### config.mk
export PLATFORM = sky130hd
export DESIGN_NAME = rst_supervisor
export DESIGN_NICKNAME = d
export VERILOG_FILES = /design/src/inc/rst_pkg.sv /design/src/verilog/rst_interval_timer.sv /design/src/verilog/rst_supervisor.sv
export SDC_FILE = /design/constraint.sdc
export NUM_CORES = 1
export LEC_CHECK = 0
export BUFFER_PORTS_ARGS = -buffer_cell sky130_fd_sc_hd__buf_2
export CORE_UTILIZATION = 54
export DETAILED_ROUTE_END_ITERATION = 8
export GPL_TIMING_DRIVEN = 0
export PLACE_DENSITY_LB_ADDON = 0.08
export SLEW_MARGIN = 30
export SYNTH_ARGS = -nofsm -noshare
export SYNTH_HDL_FRONTEND = slang
export SYNTH_HIERARCHICAL = 1
export SYNTH_SLANG_ARGS = --single-unit
export TNS_END_PERCENT = 30
### constraint.sdc
create_clock -name ref_clk_i -period 3.06 [get_ports ref_clk_i]
set_input_delay 0.306 -clock ref_clk_i [delete_from_list [all_inputs] [get_ports ref_clk_i]]
set_output_delay 0.306 -clock ref_clk_i [all_outputs]
set_load 0.05 [all_outputs]
### src/inc/rst_pkg.sv
// Constants, layouts and types for the relay self-test supervisor
package rst_pkg;

	// ------------------------------------------------------------
	// Clock and times
	// ------------------------------------------------------------
	localparam longint unsigned CLK_HZ = 64'h0000_0000_0EE6_B280;
	localparam longint unsigned OFFSET_PERIOD_S = 64'h0000_0000_0000_000A;
	localparam longint unsigned RAM_PERIOD_S = 64'h0000_0000_0000_003C;
	localparam longint unsigned CHECKSUM_PERIOD_S = 64'h0000_0000_0000_000A;
	localparam longint unsigned ALARM_PULSE_S = 64'h0000_0000_0000_0005;
	localparam longint unsigned ZC_TIMEOUT_MS = 64'h0000_0000_0000_0064;
	localparam longint unsigned MS_PER_S = 64'h0000_0000_0000_03E8;
	localparam longint unsigned OFFSET_PERIOD_CYC = OFFSET_PERIOD_S * CLK_HZ;
	localparam longint unsigned RAM_PERIOD_CYC = RAM_PERIOD_S * CLK_HZ;
	localparam longint unsigned CHECKSUM_PERIOD_CYC = CHECKSUM_PERIOD_S * CLK_HZ;
	localparam longint unsigned ALARM_PULSE_CYC = ALARM_PULSE_S * CLK_HZ;
	localparam longint unsigned ZC_TIMEOUT_CYC = ZC_TIMEOUT_MS * CLK_HZ / MS_PER_S;
	localparam int CNT_W = 36;

	// ------------------------------------------------------------
	// Periodic tests and failure bits
	// ------------------------------------------------------------
	localparam int N_TESTS = 5;
	localparam int T_OFFSET = 0;
	localparam int T_RAM = 1;
	localparam int T_ROM = 2;
	localparam int T_ACTIVE = 3;
	localparam int T_NV = 4;
	localparam int N_FAIL = 8;
	localparam int FB_RAM = 0;
	localparam int FB_ROM = 1;
	localparam int FB_ADC = 2;
	localparam int FB_FREQUENCY_TRACKING_CHECK = 3;
	localparam int FB_ACTIVE = 4;
	localparam int FB_NV = 5;
	localparam int FB_XTAL = 6;
	localparam int FB_PROC = 7;
	localparam logic [7:0] REPORT_MASK = 8'h3F;
	localparam int N_CHAN = 5;
	localparam int MV_W = 8;
	localparam logic [7:0] OFFSET_LIMIT_MV = 8'h32;
	localparam logic [7:0] CONV_PER_QUARTER = 8'h10;

	// ------------------------------------------------------------
	// Elements, contacts, recorder
	// ------------------------------------------------------------
	localparam int N_ELEM = 16;
	localparam int ELEM_SEL_W = 4;
	localparam int ROW_W = 8;
	localparam int UV_BIT = 0;
	localparam int N_CONTACTS = 5;
	localparam int CSEL_W = 5;
	localparam int N_LISTS = 3;
	localparam int TIME_W = 32;

	// ------------------------------------------------------------
	// Register map and fields
	// ------------------------------------------------------------
	localparam logic [3:0] ADDR_CTRL = 4'h0;
	localparam logic [3:0] ADDR_UV_PICKUP = 4'h1;
	localparam logic [3:0] ADDR_CONTACT = 4'h2;
	localparam logic [3:0] ADDR_LIST0 = 4'h3;
	localparam logic [3:0] ADDR_STATUS = 4'h6;
	localparam int CTRL_VOLT_EN = 0;
	localparam int ST_WARN = 8;
	localparam int ST_DISABLED = 9;
	localparam int ST_ALARM = 10;
	localparam logic [15:0] UV_PICKUP_RST = 16'h0000;
	localparam int REPORT_W = 9;

	typedef enum logic [1:0] {ALM_IDLE, ALM_PULSE, ALM_LATCHED} rst_alarm_e;

	// Failure bit driven by each periodic test other than the offset check
	function automatic int test_fail_bit(input int t);
		case (t)
			T_RAM: test_fail_bit = FB_RAM;
			T_ROM: test_fail_bit = FB_ROM;
			T_ACTIVE: test_fail_bit = FB_ACTIVE;
			default: test_fail_bit = FB_NV;
		endcase
	endfunction : test_fail_bit

endpackage : rst_pkg

### src/verilog/rst_interval_timer.sv
// Free-running interval timer issuing a one-cycle due pulse
`timescale 1ns/10ps
module rst_interval_timer #(
	parameter longint unsigned PERIOD = 64'h0000_0000_0000_000A
) (
	input wire logic ref_clk_i,
	input wire logic reset_i,
	input wire logic enable_i,
	output logic due_o
);
	import rst_pkg::*;

	logic [CNT_W-1:0] count_reg;
	localparam logic [CNT_W-1:0] LAST = CNT_W'(PERIOD - 64'h0000_0000_0000_0001);

	// ------------------------------------------------------------
	// Counter
	// ------------------------------------------------------------
	always_ff @(posedge ref_clk_i) begin
		if (reset_i) begin
			count_reg <= '0;
			due_o <= 1'b0;
		end else if (enable_i) begin
			due_o <= (count_reg == LAST);
			if (count_reg == LAST) begin
				count_reg <= '0;
			end else begin
				count_reg <= count_reg + CNT_W'(1);
			end
		end else begin
			due_o <= 1'b0;
		end
	end

endmodule : rst_interval_timer

### src/verilog/rst_supervisor.sv
// Relay self-test supervisor: schedules checks, classes results, drives alarm and outputs
//
// What this block does
// - Any failure disables protection, drops all output contacts and the enabled lamp.
// - Alarm is shown by de-energizing the normally closed alarm contact.
// - Alarm is either one five-second pulse or latched, chosen per test.
// - Every warning and reportable failure sends an unsolicited status report.
// - Input dc offsets checked every 10 s; above 50 mV warns and pulses alarm.
// - Working memory test every 60 s; mismatch fails, latches alarm.
// - Program memory checksum every 10 s; mismatch fails, latches alarm.
// - Too few conversions in a quarter cycle fails, latches alarm.
// - Missing zero crossings for frequency tracking fails, latches alarm.
// - Active settings checksum every 10 s; mismatch fails, latches alarm.
// - Stored settings checksum every 10 s; mismatch fails, latches alarm.
// - Crystal or processor fault halts processor, latches alarm, not reported.
// - Every instruction, memory access and interrupt is checked for validity.
// - Status query returns the whole row holding the named element bit.
// - Any element bit may be assigned to drive one of five contacts.
// - Listed elements record a time-stamped entry on each rise and fall.
// - Phase-A undervoltage asserts while voltage is below its pickup.
// - Enable-governed elements stay inactive unless their enable is set.
`timescale 1ns/10ps
module rst_supervisor #(
	parameter longint unsigned OFFSET_CYC = rst_pkg::OFFSET_PERIOD_CYC,
	parameter longint unsigned RAM_CYC = rst_pkg::RAM_PERIOD_CYC,
	parameter longint unsigned CHECKSUM_CYC = rst_pkg::CHECKSUM_PERIOD_CYC,
	parameter longint unsigned PULSE_CYC = rst_pkg::ALARM_PULSE_CYC,
	parameter longint unsigned ZC_CYC = rst_pkg::ZC_TIMEOUT_CYC
) (
	input wire logic ref_clk_i,
	input wire logic reset_i,
	input wire logic [3:0] reg_addr_i,
	input wire logic [31:0] reg_wdata_i,
	input wire logic reg_write_i,
	input wire logic reg_read_i,
	output logic [31:0] reg_rdata_o,
	output logic [rst_pkg::N_TESTS-1:0] test_start_o,
	input wire logic [rst_pkg::N_TESTS-1:0] test_done_i,
	input wire logic [rst_pkg::N_TESTS-1:0] test_fail_i,
	input wire logic [rst_pkg::N_CHAN*rst_pkg::MV_W-1:0] offset_mv_i,
	input wire logic adc_conv_i,
	input wire logic quarter_cycle_i,
	input wire logic zero_cross_i,
	input wire logic xtal_fault_i,
	input wire logic instr_invalid_i,
	input wire logic mem_access_invalid_i,
	input wire logic irq_invalid_i,
	input wire logic [15:0] va_mag_i,
	input wire logic [rst_pkg::N_ELEM-1:0] element_bits_i,
	input wire logic query_valid_i,
	input wire logic [rst_pkg::ELEM_SEL_W-1:0] query_bit_i,
	output logic query_valid_o,
	output logic [rst_pkg::ROW_W-1:0] query_row_o,
	output logic [rst_pkg::N_CONTACTS-1:0] contact_o,
	output logic protection_enable_o,
	output logic enabled_led_o,
	output logic alarm_energize_o,
	output logic proc_halt_o,
	output logic report_valid_o,
	output logic [rst_pkg::REPORT_W-1:0] report_code_o,
	output logic event_valid_o,
	output logic [rst_pkg::ELEM_SEL_W-1:0] event_bit_o,
	output logic event_level_o,
	output logic [rst_pkg::TIME_W-1:0] event_time_o
);
	import rst_pkg::*;

	// Row of a given element bit
	function automatic logic [ROW_W-1:0] elem_row(input logic [N_ELEM-1:0] e, input logic [ELEM_SEL_W-1:0] b);
		elem_row = e[(int'(b) / ROW_W) * ROW_W +: ROW_W];
	endfunction : elem_row

	localparam logic [CNT_W-1:0] PULSE_LAST = CNT_W'(PULSE_CYC - 64'h0000_0000_0000_0001);
	localparam logic [CNT_W-1:0] ZC_LAST = CNT_W'(ZC_CYC - 64'h0000_0000_0000_0001);

	logic ctrl_volt_en_reg;
	logic [15:0] uv_pickup_reg;
	logic [N_CONTACTS*CSEL_W-1:0] contact_sel_reg;
	logic [N_ELEM-1:0] list_reg [N_LISTS];
	logic [N_FAIL-1:0] fail_reg;
	logic [N_FAIL-1:0] fail_next;
	logic warn_reg;
	logic warn_evt;
	logic [N_CHAN-1:0] chan_over;
	logic [N_TESTS-1:0] due;
	logic [7:0] conv_count_reg;
	logic adc_armed_reg;
	logic [CNT_W-1:0] zc_count_reg;
	logic [CNT_W-1:0] pulse_count_reg;
	rst_alarm_e alarm_reg;
	rst_alarm_e alarm_next;
	logic uv_reg;
	logic [N_ELEM-1:0] elem;
	logic [N_ELEM-1:0] watched;
	logic [N_ELEM-1:0] prev_reg;
	logic [N_ELEM-1:0] prev_next;
	logic chg_any;
	logic [ELEM_SEL_W-1:0] chg_bit;
	logic [TIME_W-1:0] time_reg;
	logic proc_fault;
	logic adc_short;
	logic zc_lost;

	// ------------------------------------------------------------
	// Periodic schedulers
	// ------------------------------------------------------------
	genvar gt;
	generate
		for (gt = 0; gt < N_TESTS; gt++) begin : g_timer
			localparam longint unsigned PER = (gt == T_OFFSET) ? OFFSET_CYC :
				(gt == T_RAM) ? RAM_CYC : CHECKSUM_CYC;
			rst_interval_timer #(.PERIOD(PER)) u_timer (
				.ref_clk_i(ref_clk_i),
				.reset_i(reset_i),
				.enable_i(!proc_halt_o),
				.due_o(due[gt])
			);
		end
	endgenerate

	always_ff @(posedge ref_clk_i) begin
		if (reset_i) begin
			test_start_o <= '0;
		end else begin
			test_start_o <= due;
		end
	end

	// ------------------------------------------------------------
	// Offset warning
	// ------------------------------------------------------------
	genvar gc;
	generate
		for (gc = 0; gc < N_CHAN; gc++) begin : g_chan
			assign chan_over[gc] = offset_mv_i[gc*MV_W +: MV_W] > OFFSET_LIMIT_MV;
		end
	endgenerate
	assign warn_evt = test_done_i[T_OFFSET] && (|chan_over);

	always_ff @(posedge ref_clk_i) begin
		if (reset_i) begin
			warn_reg <= 1'b0;
		end else if (test_done_i[T_OFFSET]) begin
			warn_reg <= |chan_over;
		end
	end

	// ------------------------------------------------------------
	// Conversion count and zero crossing watch
	// ------------------------------------------------------------
	// Conversions per quarter cycle
	assign adc_short = quarter_cycle_i && adc_armed_reg && (conv_count_reg < CONV_PER_QUARTER);
	always_ff @(posedge ref_clk_i) begin
		if (reset_i) begin
			conv_count_reg <= '0;
			adc_armed_reg <= 1'b0;
		end else if (quarter_cycle_i) begin
			conv_count_reg <= adc_conv_i ? 8'h01 : 8'h00;
			adc_armed_reg <= 1'b1;
		end else if (adc_conv_i && conv_count_reg != 8'hFF) begin
			conv_count_reg <= conv_count_reg + 8'h01;
		end
	end

	assign zc_lost = !zero_cross_i && (zc_count_reg == ZC_LAST);
	always_ff @(posedge ref_clk_i) begin
		if (reset_i || zero_cross_i) begin
			zc_count_reg <= '0;
		end else if (zc_count_reg != ZC_LAST) begin
			zc_count_reg <= zc_count_reg + CNT_W'(1);
		end
	end

	// ------------------------------------------------------------
	// Failure collection
	// ------------------------------------------------------------
	// Instruction, access and interrupt checks
	assign proc_fault = instr_invalid_i || mem_access_invalid_i || irq_invalid_i;

	always_comb begin
		fail_next = fail_reg;
		for (int t = T_RAM; t < N_TESTS; t++) begin
			if (test_done_i[t] && test_fail_i[t]) begin
				fail_next[test_fail_bit(t)] = 1'b1;
			end
		end
		if (adc_short) begin
			fail_next[FB_ADC] = 1'b1;
		end
		if (zc_lost) begin
			fail_next[FB_FREQUENCY_TRACKING_CHECK] = 1'b1;
		end
		if (xtal_fault_i) begin
			fail_next[FB_XTAL] = 1'b1;
		end
		if (proc_fault) begin
			fail_next[FB_PROC] = 1'b1;
		end
	end

	always_ff @(posedge ref_clk_i) begin
		if (reset_i) begin
			fail_reg <= '0;
		end else begin
			fail_reg <= fail_next;
		end
	end

	always_ff @(posedge ref_clk_i) begin
		if (reset_i) begin
			proc_halt_o <= 1'b0;
		end else if (xtal_fault_i || proc_fault) begin
			proc_halt_o <= 1'b1;
		end
	end

	// ------------------------------------------------------------
	// Status report
	// ------------------------------------------------------------
	// Unsolicited reports, monitor faults excluded
	always_ff @(posedge ref_clk_i) begin
		if (reset_i) begin
			report_valid_o <= 1'b0;
			report_code_o <= '0;
		end else begin
			report_valid_o <= warn_evt || (|(fail_next & ~fail_reg & REPORT_MASK));
			report_code_o <= {warn_evt, fail_next & REPORT_MASK};
		end
	end

	// ------------------------------------------------------------
	// Alarm contact
	// ------------------------------------------------------------
	always_comb begin
		alarm_next = alarm_reg;
		case (alarm_reg)
			ALM_LATCHED: alarm_next = ALM_LATCHED;
			ALM_PULSE: begin
				if (pulse_count_reg == PULSE_LAST && !warn_evt) begin
					alarm_next = ALM_IDLE;
				end
			end
			ALM_IDLE: begin
				if (warn_evt) begin
					alarm_next = ALM_PULSE;
				end
			end
			default: alarm_next = ALM_LATCHED;
		endcase
		if (|fail_next) begin
			alarm_next = ALM_LATCHED;
		end
	end

	always_ff @(posedge ref_clk_i) begin
		if (reset_i) begin
			alarm_reg <= ALM_IDLE;
			pulse_count_reg <= '0;
		end else begin
			alarm_reg <= alarm_next;
			if (warn_evt || alarm_reg != ALM_PULSE) begin
				pulse_count_reg <= '0;
			end else begin
				pulse_count_reg <= pulse_count_reg + CNT_W'(1);
			end
		end
	end

	always_ff @(posedge ref_clk_i) begin
		if (reset_i) begin
			alarm_energize_o <= 1'b1;
		end else begin
			alarm_energize_o <= (alarm_next == ALM_IDLE);
		end
	end

	// ------------------------------------------------------------
	// Elements
	// ------------------------------------------------------------
	// Undervoltage with enable
	always_ff @(posedge ref_clk_i) begin
		if (reset_i) begin
			uv_reg <= 1'b0;
		end else begin
			uv_reg <= ctrl_volt_en_reg && (va_mag_i < uv_pickup_reg);
		end
	end

	always_comb begin
		elem = element_bits_i;
		elem[UV_BIT] = uv_reg;
		if (|fail_reg) begin
			elem = '0;
		end
	end

	always_ff @(posedge ref_clk_i) begin
		if (reset_i) begin
			query_valid_o <= 1'b0;
			query_row_o <= '0;
		end else begin
			query_valid_o <= query_valid_i;
			query_row_o <= query_valid_i ? elem_row(elem, query_bit_i) : '0;
		end
	end

	// ------------------------------------------------------------
	// Output contacts and protection
	// ------------------------------------------------------------
	genvar gk;
	generate
		for (gk = 0; gk < N_CONTACTS; gk++) begin : g_contact
			always_ff @(posedge ref_clk_i) begin
				if (reset_i) begin
					contact_o[gk] <= 1'b0;
				end else begin
					contact_o[gk] <= !(|fail_next) && contact_sel_reg[gk*CSEL_W + ELEM_SEL_W] &&
						elem[contact_sel_reg[gk*CSEL_W +: ELEM_SEL_W]];
				end
			end
		end
	endgenerate

	always_ff @(posedge ref_clk_i) begin
		if (reset_i) begin
			protection_enable_o <= 1'b0;
			enabled_led_o <= 1'b0;
		end else begin
			protection_enable_o <= !(|fail_next);
			enabled_led_o <= !(|fail_next);
		end
	end

	// ------------------------------------------------------------
	// Event recorder
	// ------------------------------------------------------------
	always_comb begin
		watched = '0;
		for (int l = 0; l < N_LISTS; l++) begin
			watched = watched | list_reg[l];
		end
		chg_any = 1'b0;
		chg_bit = '0;
		prev_next = (elem & ~watched) | (prev_reg & watched);
		for (int b = N_ELEM - 1; b >= 0; b--) begin
			if (watched[b] && (elem[b] != prev_reg[b])) begin
				chg_any = 1'b1;
				chg_bit = ELEM_SEL_W'(b);
			end
		end
		if (chg_any) begin
			prev_next[chg_bit] = elem[chg_bit];
		end
	end

	always_ff @(posedge ref_clk_i) begin
		if (reset_i) begin
			prev_reg <= '0;
			time_reg <= '0;
			event_valid_o <= 1'b0;
			event_bit_o <= '0;
			event_level_o <= 1'b0;
			event_time_o <= '0;
		end else begin
			prev_reg <= prev_next;
			time_reg <= time_reg + TIME_W'(1);
			event_valid_o <= chg_any;
			if (chg_any) begin
				event_bit_o <= chg_bit;
				event_level_o <= elem[chg_bit];
				event_time_o <= time_reg;
			end
		end
	end

	// ------------------------------------------------------------
	// Register port
	// ------------------------------------------------------------
	always_ff @(posedge ref_clk_i) begin
		if (reset_i) begin
			ctrl_volt_en_reg <= 1'b0;
			uv_pickup_reg <= UV_PICKUP_RST;
			contact_sel_reg <= '0;
			for (int l = 0; l < N_LISTS; l++) begin
				list_reg[l] <= '0;
			end
		end else if (reg_write_i) begin
			case (reg_addr_i)
				ADDR_CTRL: ctrl_volt_en_reg <= reg_wdata_i[CTRL_VOLT_EN];
				ADDR_UV_PICKUP: uv_pickup_reg <= reg_wdata_i[15:0];
				ADDR_CONTACT: contact_sel_reg <= reg_wdata_i[N_CONTACTS*CSEL_W-1:0];
				default: begin
					for (int l = 0; l < N_LISTS; l++) begin
						if (reg_addr_i == ADDR_LIST0 + 4'(l)) begin
							list_reg[l] <= reg_wdata_i[N_ELEM-1:0];
						end
					end
				end
			endcase
		end
	end

	always_ff @(posedge ref_clk_i) begin
		if (reset_i || !reg_read_i) begin
			reg_rdata_o <= '0;
		end else begin
			case (reg_addr_i)
				ADDR_CTRL: reg_rdata_o <= 32'(ctrl_volt_en_reg);
				ADDR_UV_PICKUP: reg_rdata_o <= 32'(uv_pickup_reg);
				ADDR_CONTACT: reg_rdata_o <= 32'(contact_sel_reg);
				ADDR_LIST0: reg_rdata_o <= 32'(list_reg[0]);
				ADDR_LIST0 + 4'h1: reg_rdata_o <= 32'(list_reg[1]);
				ADDR_LIST0 + 4'h2: reg_rdata_o <= 32'(list_reg[2]);
				ADDR_STATUS: reg_rdata_o <= 32'({alarm_reg != ALM_IDLE, |fail_reg, warn_reg, fail_reg});
				default: reg_rdata_o <= '0;
			endcase
		end
	end

	// ------------------------------------------------------------
	// Checks
	// ------------------------------------------------------------
	property p_disable;
		@(posedge ref_clk_i) disable iff (reset_i)
		(|fail_reg) |=> !protection_enable_o && !enabled_led_o && contact_o == '0;
	endproperty
	a_disable: assert property (p_disable) else $error("protection still on after failure");

	property p_alarm_contact;
		@(posedge ref_clk_i) disable iff (reset_i)
		(|fail_reg) |=> !alarm_energize_o;
	endproperty
	a_alarm_contact: assert property (p_alarm_contact) else $error("alarm contact energized on failure");

	property p_pulse;
		@(posedge ref_clk_i) disable iff (reset_i)
		(warn_evt && alarm_reg == ALM_IDLE && fail_next == '0) |=> (alarm_reg == ALM_PULSE) && !alarm_energize_o;
	endproperty
	a_pulse: assert property (p_pulse) else $error("warning did not start pulse");

	property p_report;
		@(posedge ref_clk_i) disable iff (reset_i)
		warn_evt |=> report_valid_o && report_code_o[REPORT_W-1];
	endproperty
	a_report: assert property (p_report) else $error("warning not reported");

	property p_offset;
		@(posedge ref_clk_i) disable iff (reset_i)
		(test_done_i[T_OFFSET] && !(|chan_over) && fail_next == '0) |=> protection_enable_o;
	endproperty
	a_offset: assert property (p_offset) else $error("offset check disabled relay");

	property p_sticky;
		@(posedge ref_clk_i) disable iff (reset_i)
		(|fail_reg) |=> ((fail_reg & $past(fail_reg)) == $past(fail_reg)) && alarm_reg == ALM_LATCHED;
	endproperty
	a_sticky: assert property (p_sticky) else $error("failure or latch cleared");

	property p_halt_silent;
		@(posedge ref_clk_i) disable iff (reset_i)
		(proc_fault && !warn_evt && ((fail_next & ~fail_reg & REPORT_MASK) == '0)) |=>
			proc_halt_o && !report_valid_o;
	endproperty
	a_halt_silent: assert property (p_halt_silent) else $error("monitor fault reported or no halt");

	property p_uv_enable;
		@(posedge ref_clk_i) disable iff (reset_i)
		!ctrl_volt_en_reg |=> !uv_reg;
	endproperty
	a_uv_enable: assert property (p_uv_enable) else $error("undervoltage active while disabled");

	property p_event;
		@(posedge ref_clk_i) disable iff (reset_i)
		chg_any |=> event_valid_o && event_time_o == $past(time_reg) && event_bit_o == $past(chg_bit);
	endproperty
	a_event: assert property (p_event) else $error("element change not recorded");

endmodule : rst_supervisor
# Word level (Yosys, flattened, before mapping)
# Memory sizes are Yosys's and may differ from the RTL's.
# Index checks and enable logic that the tools add are counted.
[op_classes]
add_sub_neg = 9
magnitude_cmp = 22
n_eq_ne = 33
n_shift = 1
mux = 102
n_bitwise = 16
n_reduce_logical = 69
[op_table]
columns = ["op", "n"]
rows = [
  ["adder 36 x 1 -> 36 bit, second input constant", 7],
  ["2-to-1 mux 36 bit", 5],
  ["case mux 25 bit (7 select lines)", 1],
  ["equality test 36 x 32 -> 1 bit, second input constant", 4],
  [">= comparator 32 x 1 -> 1 bit, second input constant", 4],
  ["< comparator 32 x 5 -> 1 bit, second input constant", 4],
  ["2-to-1 mux 32 bit", 4],
  ["2-to-1 mux 16 bit", 5],
  ["2-to-1 mux 4 bit", 16],
  ["2-to-1 mux 1 bit", 49],
  ["2-to-1 mux 8 bit", 6],
  ["OR 16 bit", 3],
  ["logical AND 1 bit", 42],
  ["greater-than comparator 8 x 6 -> 1 bit, second input constant", 5],
  ["equality test 36 x 25 -> 1 bit, second input constant", 1],
  ["equality test 36 x 31 -> 1 bit, second input constant", 1],
  ["equality test 36 x 34 -> 1 bit, second input constant", 1],
  ["inequality test 36 x 25 -> 1 bit, second input constant", 1],
  ["adder 32 x 1 -> 32 bit, second input constant", 1],
  ["AND 16 bit", 2],
  ["OR 8 bit", 4],
  ["< comparator 4 x 5 -> 1 bit, second input constant", 6],
  ["binary-select mux 1 bit (select 4 bit)", 6],
  ["bitwise mux 16 bit", 1],
  ["32 further kinds", 73],
]
[word_totals]
regBits = 470
ram_bits = 48
out_inout_bits = 103
word_cells = 295
memories = 1
[memory_table]
columns = ["name", "words", "width", "rd", "rd_ports_with_merged_regs", "wr", "line_no", "text"]
rows = [
  ["list_reg", 3, 16, 3, 0, 3, "rst_supervisor.sv:79", "logic [N_ELEM-1:0] list_reg [N_LISTS];"],
]

# Logic depth before layout (Yosys ltp)
# Gate-level depths: netlist of the first run.
[logic_depth]
depth_word = 26
ltp_mapped = 12
mapped_depth_nobuf = 11

# Hierarchy
# Netlist of the first run, hierarchy kept.
[by_module_without_submodules]
columns = ["mod", "instances", "cells_per_inst", "area_per_inst_um2", "seq_area_each_um2"]
rows = [
  ["rst_supervisor", 1, 1613, 14549.0, 6846.6],
  ["rst_interval_timer at g_timer[0].u_timer ...", 4, 209, 1826.8, 740.7],
  ["rst_interval_timer at g_timer[1].u_timer", 1, 194, 1709.1, 740.7],
]

# Worst setup path after synthesis of the first run
# No wires, ideal clock.
[synth_path]
kind = "reg2reg"
start = "register fail_reg[5]"
end = "register event_level_o"
t_arrival_ns = 2.962
required_ns = 2.915
setup_slack_ns = -0.046
stages_incl_launch_ff = 13
n_path_buf = 2
cell_sequence = "dfxtp_1 > nor4_2 > buf_6 > and3_1 > buf_2 > mux2i_1 > o21ai_1 > a32o_2 > o21ai_4 > mux2_2 > a221oi_2 > o2bb2ai_4 > a311oi_2"
[synth_between]
elab_chain_cells = 22
word_cells_on_any_way = 68
cone_classes = "16 x eq/ne; 35 x mux; 17 x reduce/logical"
[synth_lines]
columns = ["item", "line_no", "text"]
rows = [
  ["start: declaration", "rst_supervisor.sv:80", "logic [N_FAIL-1:0] fail_reg;"],
  ["start signal: assignment", "rst_supervisor.sv:205", "fail_reg <= fail_next;"],
  ["OR reduction 8 bit *", "rst_supervisor.sv:292", "if (|fail_reg) begin"],
  ["2-to-1 mux 16 bit *", "rst_supervisor.sv:292", ""],
  ["inequality test 1 bit", "rst_supervisor.sv:346", "if (watched[b] && (elem[b] != prev_reg[b])) begin"],
  ["logical AND 1 bit", "rst_supervisor.sv:346", ""],
  ["2-to-1 mux 4 bit (16 in a row)", "rst_supervisor.sv:346", ""],
  ["binary-select mux 1 bit (select 4 bit)", "rst_supervisor.sv:370", "event_level_o <= elem[chg_bit];"],
  ["2-to-1 mux 1 bit (not written as such)", "rst_supervisor.sv:370", ""],
  ["end signal: assignment", "rst_supervisor.sv:370", ""],
  ["end: declaration", "rst_supervisor.sv:63", "output logic event_level_o,"],
]
# Mark *: on every way between the ends. The rest lies on a longest branch, timed or not. The select of a mux whose other input is x is not followed.
# A chain may end at the register's enable or synchronous reset.

# Worst setup path in the final report of the first run
# Same ends and word-level chain as after synthesis.

==> results.md, run 1 <==
* Arr. time, crit path at 3.86 ns
* Synth async-reset ratio at 0%
* Number of synthesized flops with an enable pin at 48
* Total length of routed wires at 64,500 µm
* Starting Density at 54.7%
* Clk_skew at 0.0314 ns
* Crit-path max FO at 7
* Initial DRC count at 1,521
* Post-route clock period utilization at 111%
* Router iterations before antenna repair at 5
* Clock transition at the registers of the reported paths at 0.07 ns
* Top Ports at 237
* Register bit total from synthesis at 503
* Nets at 3,139
* Worst EP required at 3.53 ns
* GPL Wtd Cong at 0.897
* Final Setup Violations at 35
* Fmax at 295 MHz
* Vias in the first global route at 19,410
* Outcome: complete, but fails checks
* Critical path endpoint category: flop
* Cell Int Power at 0.0118 W
* Switching share of power at 27.8%
* Clk sinks at 503
* Logic pwr share at 17.2%
* P_sw at 0.00454 W
* GR Overflow Total at 0
* Leading cell types in the layout, fill and taps excluded: 449 x dfxtp_1, 383 x nor2_1, 296 x nand2_1
* Worst R2R Path Depth at 13
* Initial antenna violation count at 3
* Failing checks: setup timing
* Worst R2R End: event_level_o
* Relative slew slack at 39.1%
* Sequential area share after synthesis at 44.8%
* Synth warn at 6
* Fin crit period at 3.39 ns
* DIE AREA at 0.0445 mm²
* DR WL/cell at 17.9 µm
* Reg-to-Reg Start: fail_reg[5]
* Flop2flop setup slack at -0.33 ns
* Post-synth cell types at 82
* Vias per inst at 5.64
* First-pass GRT wire length at 103,000 µm
* CP Launch Type: flop
* Total global routing track utilization at 29.0%
* RSZ-0062 raised after global routing: yes
* DP Worst Slack at -1.01 ns
* Die Height at 211 µm
* Die width at 211 µm
* Port Buf Inserts at 211
* Final WS setup at -0.327 ns
* Power Density at 581 mW/mm²
* Clock power frac at 40.5%
* Hold Crit Class: in -> reg
* Clock root buffer: clkbuf_16
* Number of flip-flops in the largest register at 180
* Rows at 76
* Mapped Area at 0.0236 mm²
* CTS tree: done
* CTS buffer count at 52
* Final instance area at 0.0282 mm²
* Placeable Area at 0.0431 mm²
* Total number of H-tree levels at 2
* Leak at 10.4 nW
* Final Hold Violating Endpoints at 0
* Slew @ Worst Pin at 0.907 ns
* Hold path endpoint: query_valid_o
* Maximum VDD drop at 0.000475 V
* Worst Hold Launch: query_valid_i
* Synth Area per Inst at 8.92 µm²
* Max Cap Viol at 0
* Critical path class: reg -> reg
* Ys flop type: dfxtp_1
* Clock Latency Late Sink at 0.62 ns
* Post-DP Area at 0.0254 mm²
* Hold-critical path depth at 3
* Largest net degree at the start of global routing at 30
* Cells after Synth at 2,643
* Share of post-route cells with drive strength above 1 at 17.9%
* Clk buf depth at 3
* Layout area overhead at 19.5%
* Reg power frac at 42.3%
* Via count at 20,382
* Slew Limit Fails at 0
* DP HPWL at 45,700 µm
* Routed Antenna Nets at 0
* Residual DRC count at 0
* Commonest non-fill, non-tap cell in the layout: dfxtp_1
* Final core occ at 65.4%
-- critical path, cell delays in order (launching register included) --
cell	delay, ns
dfxtp_4	0.38
nor4_4	0.27
buf_4	0.18
buf_6	0.13
and3_1	0.19
buf_6	0.14
mux2i_4	0.26
a21bo_4	0.26
a21boi_4	0.21
o21ai_4	0.12
mux2_4	0.33
a221oi_4	0.42
o2bb2ai_4	0.22
a311oi_2	0.13
-- metrics by stage --
step | total power, W | std cells | TNS, ns | hold slack [ns]
floorplan | 0.00860 | 2651 | 0 | 0.375
global placement | 0.00920 | 3447 | -83.56 | 0.433
detailed placement | 0.00924 | 3447 | -79.59 | 0.428
CTS | 0.0162 | 3603 | -2.66 | 0.00217
global route | 0.0169 | 3610 | -9.93 | 0.0486
finish | 0.0164 | 3611 | -4.32 | 0.0186
-- per-layer routing --
metal	wire [µm]	vias up	track usage, %
met3	4810	150	4.92
met4	2140	4	11.1
met1	27400	9560	38.2
li1	-	9962	-
met2	30100	706	47.6
met5	24	-	0
-- kinds of logic (layout without fill, tap and decap cells) --
family	after synthesis	in the layout	share of synthesized area (%)
other	1	10	0.0159
muxes	52	52	3.42
buffers and inverters	169	542	3.48
AOI/OAI and AO/OA	309	310	8.50
and+or+nand+nor	1331	1331	29.1
xor gates and xnor gates	254	254	9.44
adders and majority gates	24	24	1.27
DFF	503	503	44.8
-- repair_timing --
item | CTS | global route
hold buffers | 37 | 0
gates cloned | 1 | 0
endpoints found under the setup margin | 100 | 57
endpoints found under the hold margin | 46 | 0
gates resized for setup | 52 | 31
pin swaps | 16 | 14
buffers inserted | 21 | 8
-- worst max-delay path by stage --
stage / start / cells past startpoint / end
after floorplan: fail_reg[6] / 12 / event_level_o
after global placement: fail_reg[7] / 12 / event_level_o
after detailed placement: fail_reg[7] / 12 / event_level_o
after CTS: fail_reg[7] / 13 / event_level_o
after global routing: fail_reg[5] / 13 / event_level_o
final: fail_reg[5] / 13 / event_level_o
-- final cells by class --
cell class / instances / area [µm²]
Antenna cell: 1 / 2.50
Buffer: 119 / 668
Clock buffer: 75 / 1550
Clock inverter: 23 / 259
Fill cell: 3615 / 14900
Inverter: 48 / 185
Multi-Input combinational cell: 1980 / 12500
Sequential cell: 503 / 10600
Tap cell: 585 / 732
Timing Repair Buffer: 277 / 1650
-- synthesized netlist by cell type (all sizes together) (48+ instances only) --
| cell type | number | share of area [%] |
|---|---|---|
| nor4 | 54 | 2.4 |
| clkbuf | 64 | 1.2 |
| dfxtp | 455 | 39 |
| nor2 | 391 | 6.3 |
| nand4 | 107 | 3.1 |
| buf | 57 | 1.5 |
| xor2 | 192 | 7.1 |
| and3 | 69 | 1.9 |
| edfxtp | 48 | 6.1 |
| a21oi | 135 | 2.9 |
| nand2 | 298 | 4.7 |
| xnor2 | 62 | 2.3 |
| nand3 | 167 | 3.7 |
| inv | 48 | 0.76 |
| nor3 | 69 | 1.8 |
-- power by group through the flow --
stage          logic [W]  clock network, W  registers, W
2_1_floorplan    0.00140                 0       0.00720
6_report         0.00281           0.00663       0.00693
3_3_place_gp     0.00214                 0       0.00706
3_5_place_dp     0.00217                 0       0.00706
5_1_grt          0.00299           0.00702       0.00694
4_1_cts          0.00254           0.00676       0.00692
No activity file was read; power rests on OpenSTA's default activity.
==> run 2: changes to the inputs <==
--- a/config.mk
+++ b/config.mk
@@ -10,6 +10,7 @@
 export DETAILED_ROUTE_END_ITERATION = 8
 export GPL_TIMING_DRIVEN = 0
 export PLACE_DENSITY_LB_ADDON = 0.08
+export REMOVE_ABC_BUFFERS = 1
 export SLEW_MARGIN = 30
 export SYNTH_ARGS = -nofsm -noshare
 export SYNTH_HDL_FRONTEND = slang
==> results.md, run 2 (synthesis results as in run 1) <==
* Starting Density at 54.7%
* Final instance area at 0.0279 mm²
* First-pass GRT wire length at 94,600 µm
* Final WS setup at -0.235 ns
* Commonest non-fill, non-tap cell in the layout: dfxtp_1
* Logic pwr share at 18.0%
* Total Power at 0.0163 W
* Initial antenna violation count at 0
* Hold path endpoint: query_valid_o
* Number of flip-flops in the largest register at 180
* Crit-path max FO at 7
* CP max-delay cell: a221oi_4
* Fmax at 304 MHz
* Layout area overhead at 18.2%
* Critical path endpoint category: flop
* Fin cells at 3,522
* Rows at 76
* Slowest cell delay on critical path at 0.44 ns
* Worst R2R Path Depth at 12
* Largest net degree at the start of global routing at 110
* Clock root buffer: clkbuf_16
* Power Density at 585 mW/mm²
* GPL Wtd Cong at 0.872
* Router iterations before antenna repair at 5
* Fillers at 3,610
* Reg power frac at 42.5%
* Vias per inst at 5.66
* Final core occ at 64.7%
* Dpl cells at 3,344
* Flop2flop setup slack at -0.23 ns
* Crit-path cells: nor4_4, buf_4, buf_8, and3_4, mux2i_2, o21ai_1, a32o_2, o21ai_4, mux2_4, a221oi_4, o2bb2ai_4, a311oi_2
* Diode count at 0
* DIE AREA at 0.0445 mm²
* Fin crit period at 3.29 ns
* DR WL/cell at 16.8 µm
* Share of post-route cells with drive strength above 1 at 17.9%
* Max Cap Viol at 0
* CP Launch Type: flop
* Critical path class: reg -> reg
* CTS tree: done
* GR Overflow Total at 0
* Port Buf Inserts at 215
* Worst R2R End: event_level_o
* Arr. time, crit path at 3.75 ns
* Clock Latency Late Sink at 0.60 ns
* CP bufs+invs at 2
* Leading cell types in the layout, fill and taps excluded: 447 x dfxtp_1, 381 x nor2_1, 292 x nand2_1
* Relative slew slack at 36.6%
* Initial DRC count at 1,338
* Top Ports at 237
* Die Height at 211 µm
* Total number of H-tree levels at 2
* Clk sinks at 503
* CTS buffer count at 54
* Post-route clock period utilization at 108%
* Final Setup Violations at 21
* Clk buf depth at 3
* P_sw at 0.00452 W
* CP top delay family: compound AO/OA/AOI/OAI gates
* Maximum VDD drop at 0.000431 V
* Placeable Area at 0.0431 mm²
* Failing checks: setup timing
* Vias in the first global route at 18,924
* Clk_skew at 0.0127 ns
* Total length of routed wires at 59,100 µm
* Slew @ Worst Pin at 0.943 ns
* Nets at 3,051
* RSZ-0062 raised after global routing: yes
* Routed Antenna Nets at 0
* DP Worst Slack at -1.13 ns
* Total global routing track utilization at 26.0%
* Via count at 19,951
* DP HPWL at 38,600 µm
* Cell Int Power at 0.0118 W
* Leak at 10.3 nW
* Final Hold Violating Endpoints at 0
* Hold Crit Class: in -> reg
* Worst Hold Launch: query_valid_i
* Hold-critical path depth at 3
* Reg-to-Reg Start: fail_reg[6]
* Outcome: complete, but fails checks
* Clock transition at the registers of the reported paths at 0.06 ns
* Worst EP required at 3.52 ns
* Clock power frac at 39.6%
* Slew Limit Fails at 0
* Residual DRC count at 0
* Post-DP Area at 0.0250 mm²
* Switching share of power at 27.7%
* Die width at 211 µm
[run 2: cell types whose count changed in the layout (fill, tap and decap cells not counted), sizes merged, moves of 2 or more]
cell	change
buf	-34
bufinv	-3
clkbuf	-50
clkinv	-7
dlygate4sd3	+4
inv	+2
[run 2: power by group through the flow]
stage	clock network (W)	logic (W)	registers (W)
2_1_floorplan	0	0.00125	0.00722
5_1_grt	0.00687	0.00311	0.00693
3_5_place_dp	0	0.00209	0.00706
6_report	0.00644	0.00293	0.00692
3_3_place_gp	0	0.00201	0.00705
4_1_cts	0.00662	0.00239	0.00692
[run 2: timing repair]
item,in CTS,in global routing
hold buffers,41,0
setup endpoints to repair,53,54
endpoints found under the hold margin,52,0
gates cloned,3,3
buffers inserted,18,13
resized for setup,47,51
pin swaps,15,20
[run 2: worst max path at each step]
stage	start	end	slack [ns]	cells past startpoint
6_report	fail_reg[6]	event_level_o	-0.23	12
5_1_grt	fail_reg[6]	prev_reg[15]	-0.34	13
4_1_cts	fail_reg[6]	event_level_o	-0.20	12
3_5_place_dp	fail_reg[5]	event_time_o[13]	-1.13	10
3_3_place_gp	fail_reg[1]	event_bit_o[0]	-2.16	8
2_1_floorplan	fail_reg[4]	event_level_o	-0.89	10
[run 2: final cells by class]
| type | instances | area (µm²) | share of cell area [%] |
|---|---|---|---|
| inverter | 48 | 183 | 0.656 |
| clock buffer | 85 | 1630 | 5.85 |
| timing repair buffer | 306 | 1980 | 7.12 |
| sequential | 503 | 10600 | 37.9 |
| multi-input combinational | 1980 | 12600 | 45.3 |
| clock inverter | 15 | 143 | 0.512 |
| tap | 585 | 732 | 2.63 |
[run 2: routing by layer]
layer,wire (µm),up-vias,global-route usage [%],part of all wire (%)
met5,0,-,0,0
met4,1840,0,9.75,3.1
met3,3610,137,4.59,6.1
met2,27800,574,43.1,47
met1,25800,9479,33.9,44
li1,-,9761,-,-
[run 2: tightest hold or removal path, cell delays in order]
cell	delay, ns
buf_2	0.08
nand2b_1	0.11
inv_1	0.10
[run 2: through the flow]
step / setup TNS [ns] / hold slack (ns)
after global routing: -8.66 / 0.0321
final: -2.80 / 0.0350
after global placement: -562.21 / 0.417
after detailed placement: -50.70 / 0.428
after floorplan: -41.16 / 0.373
after CTS: -2.07 / 0.00483
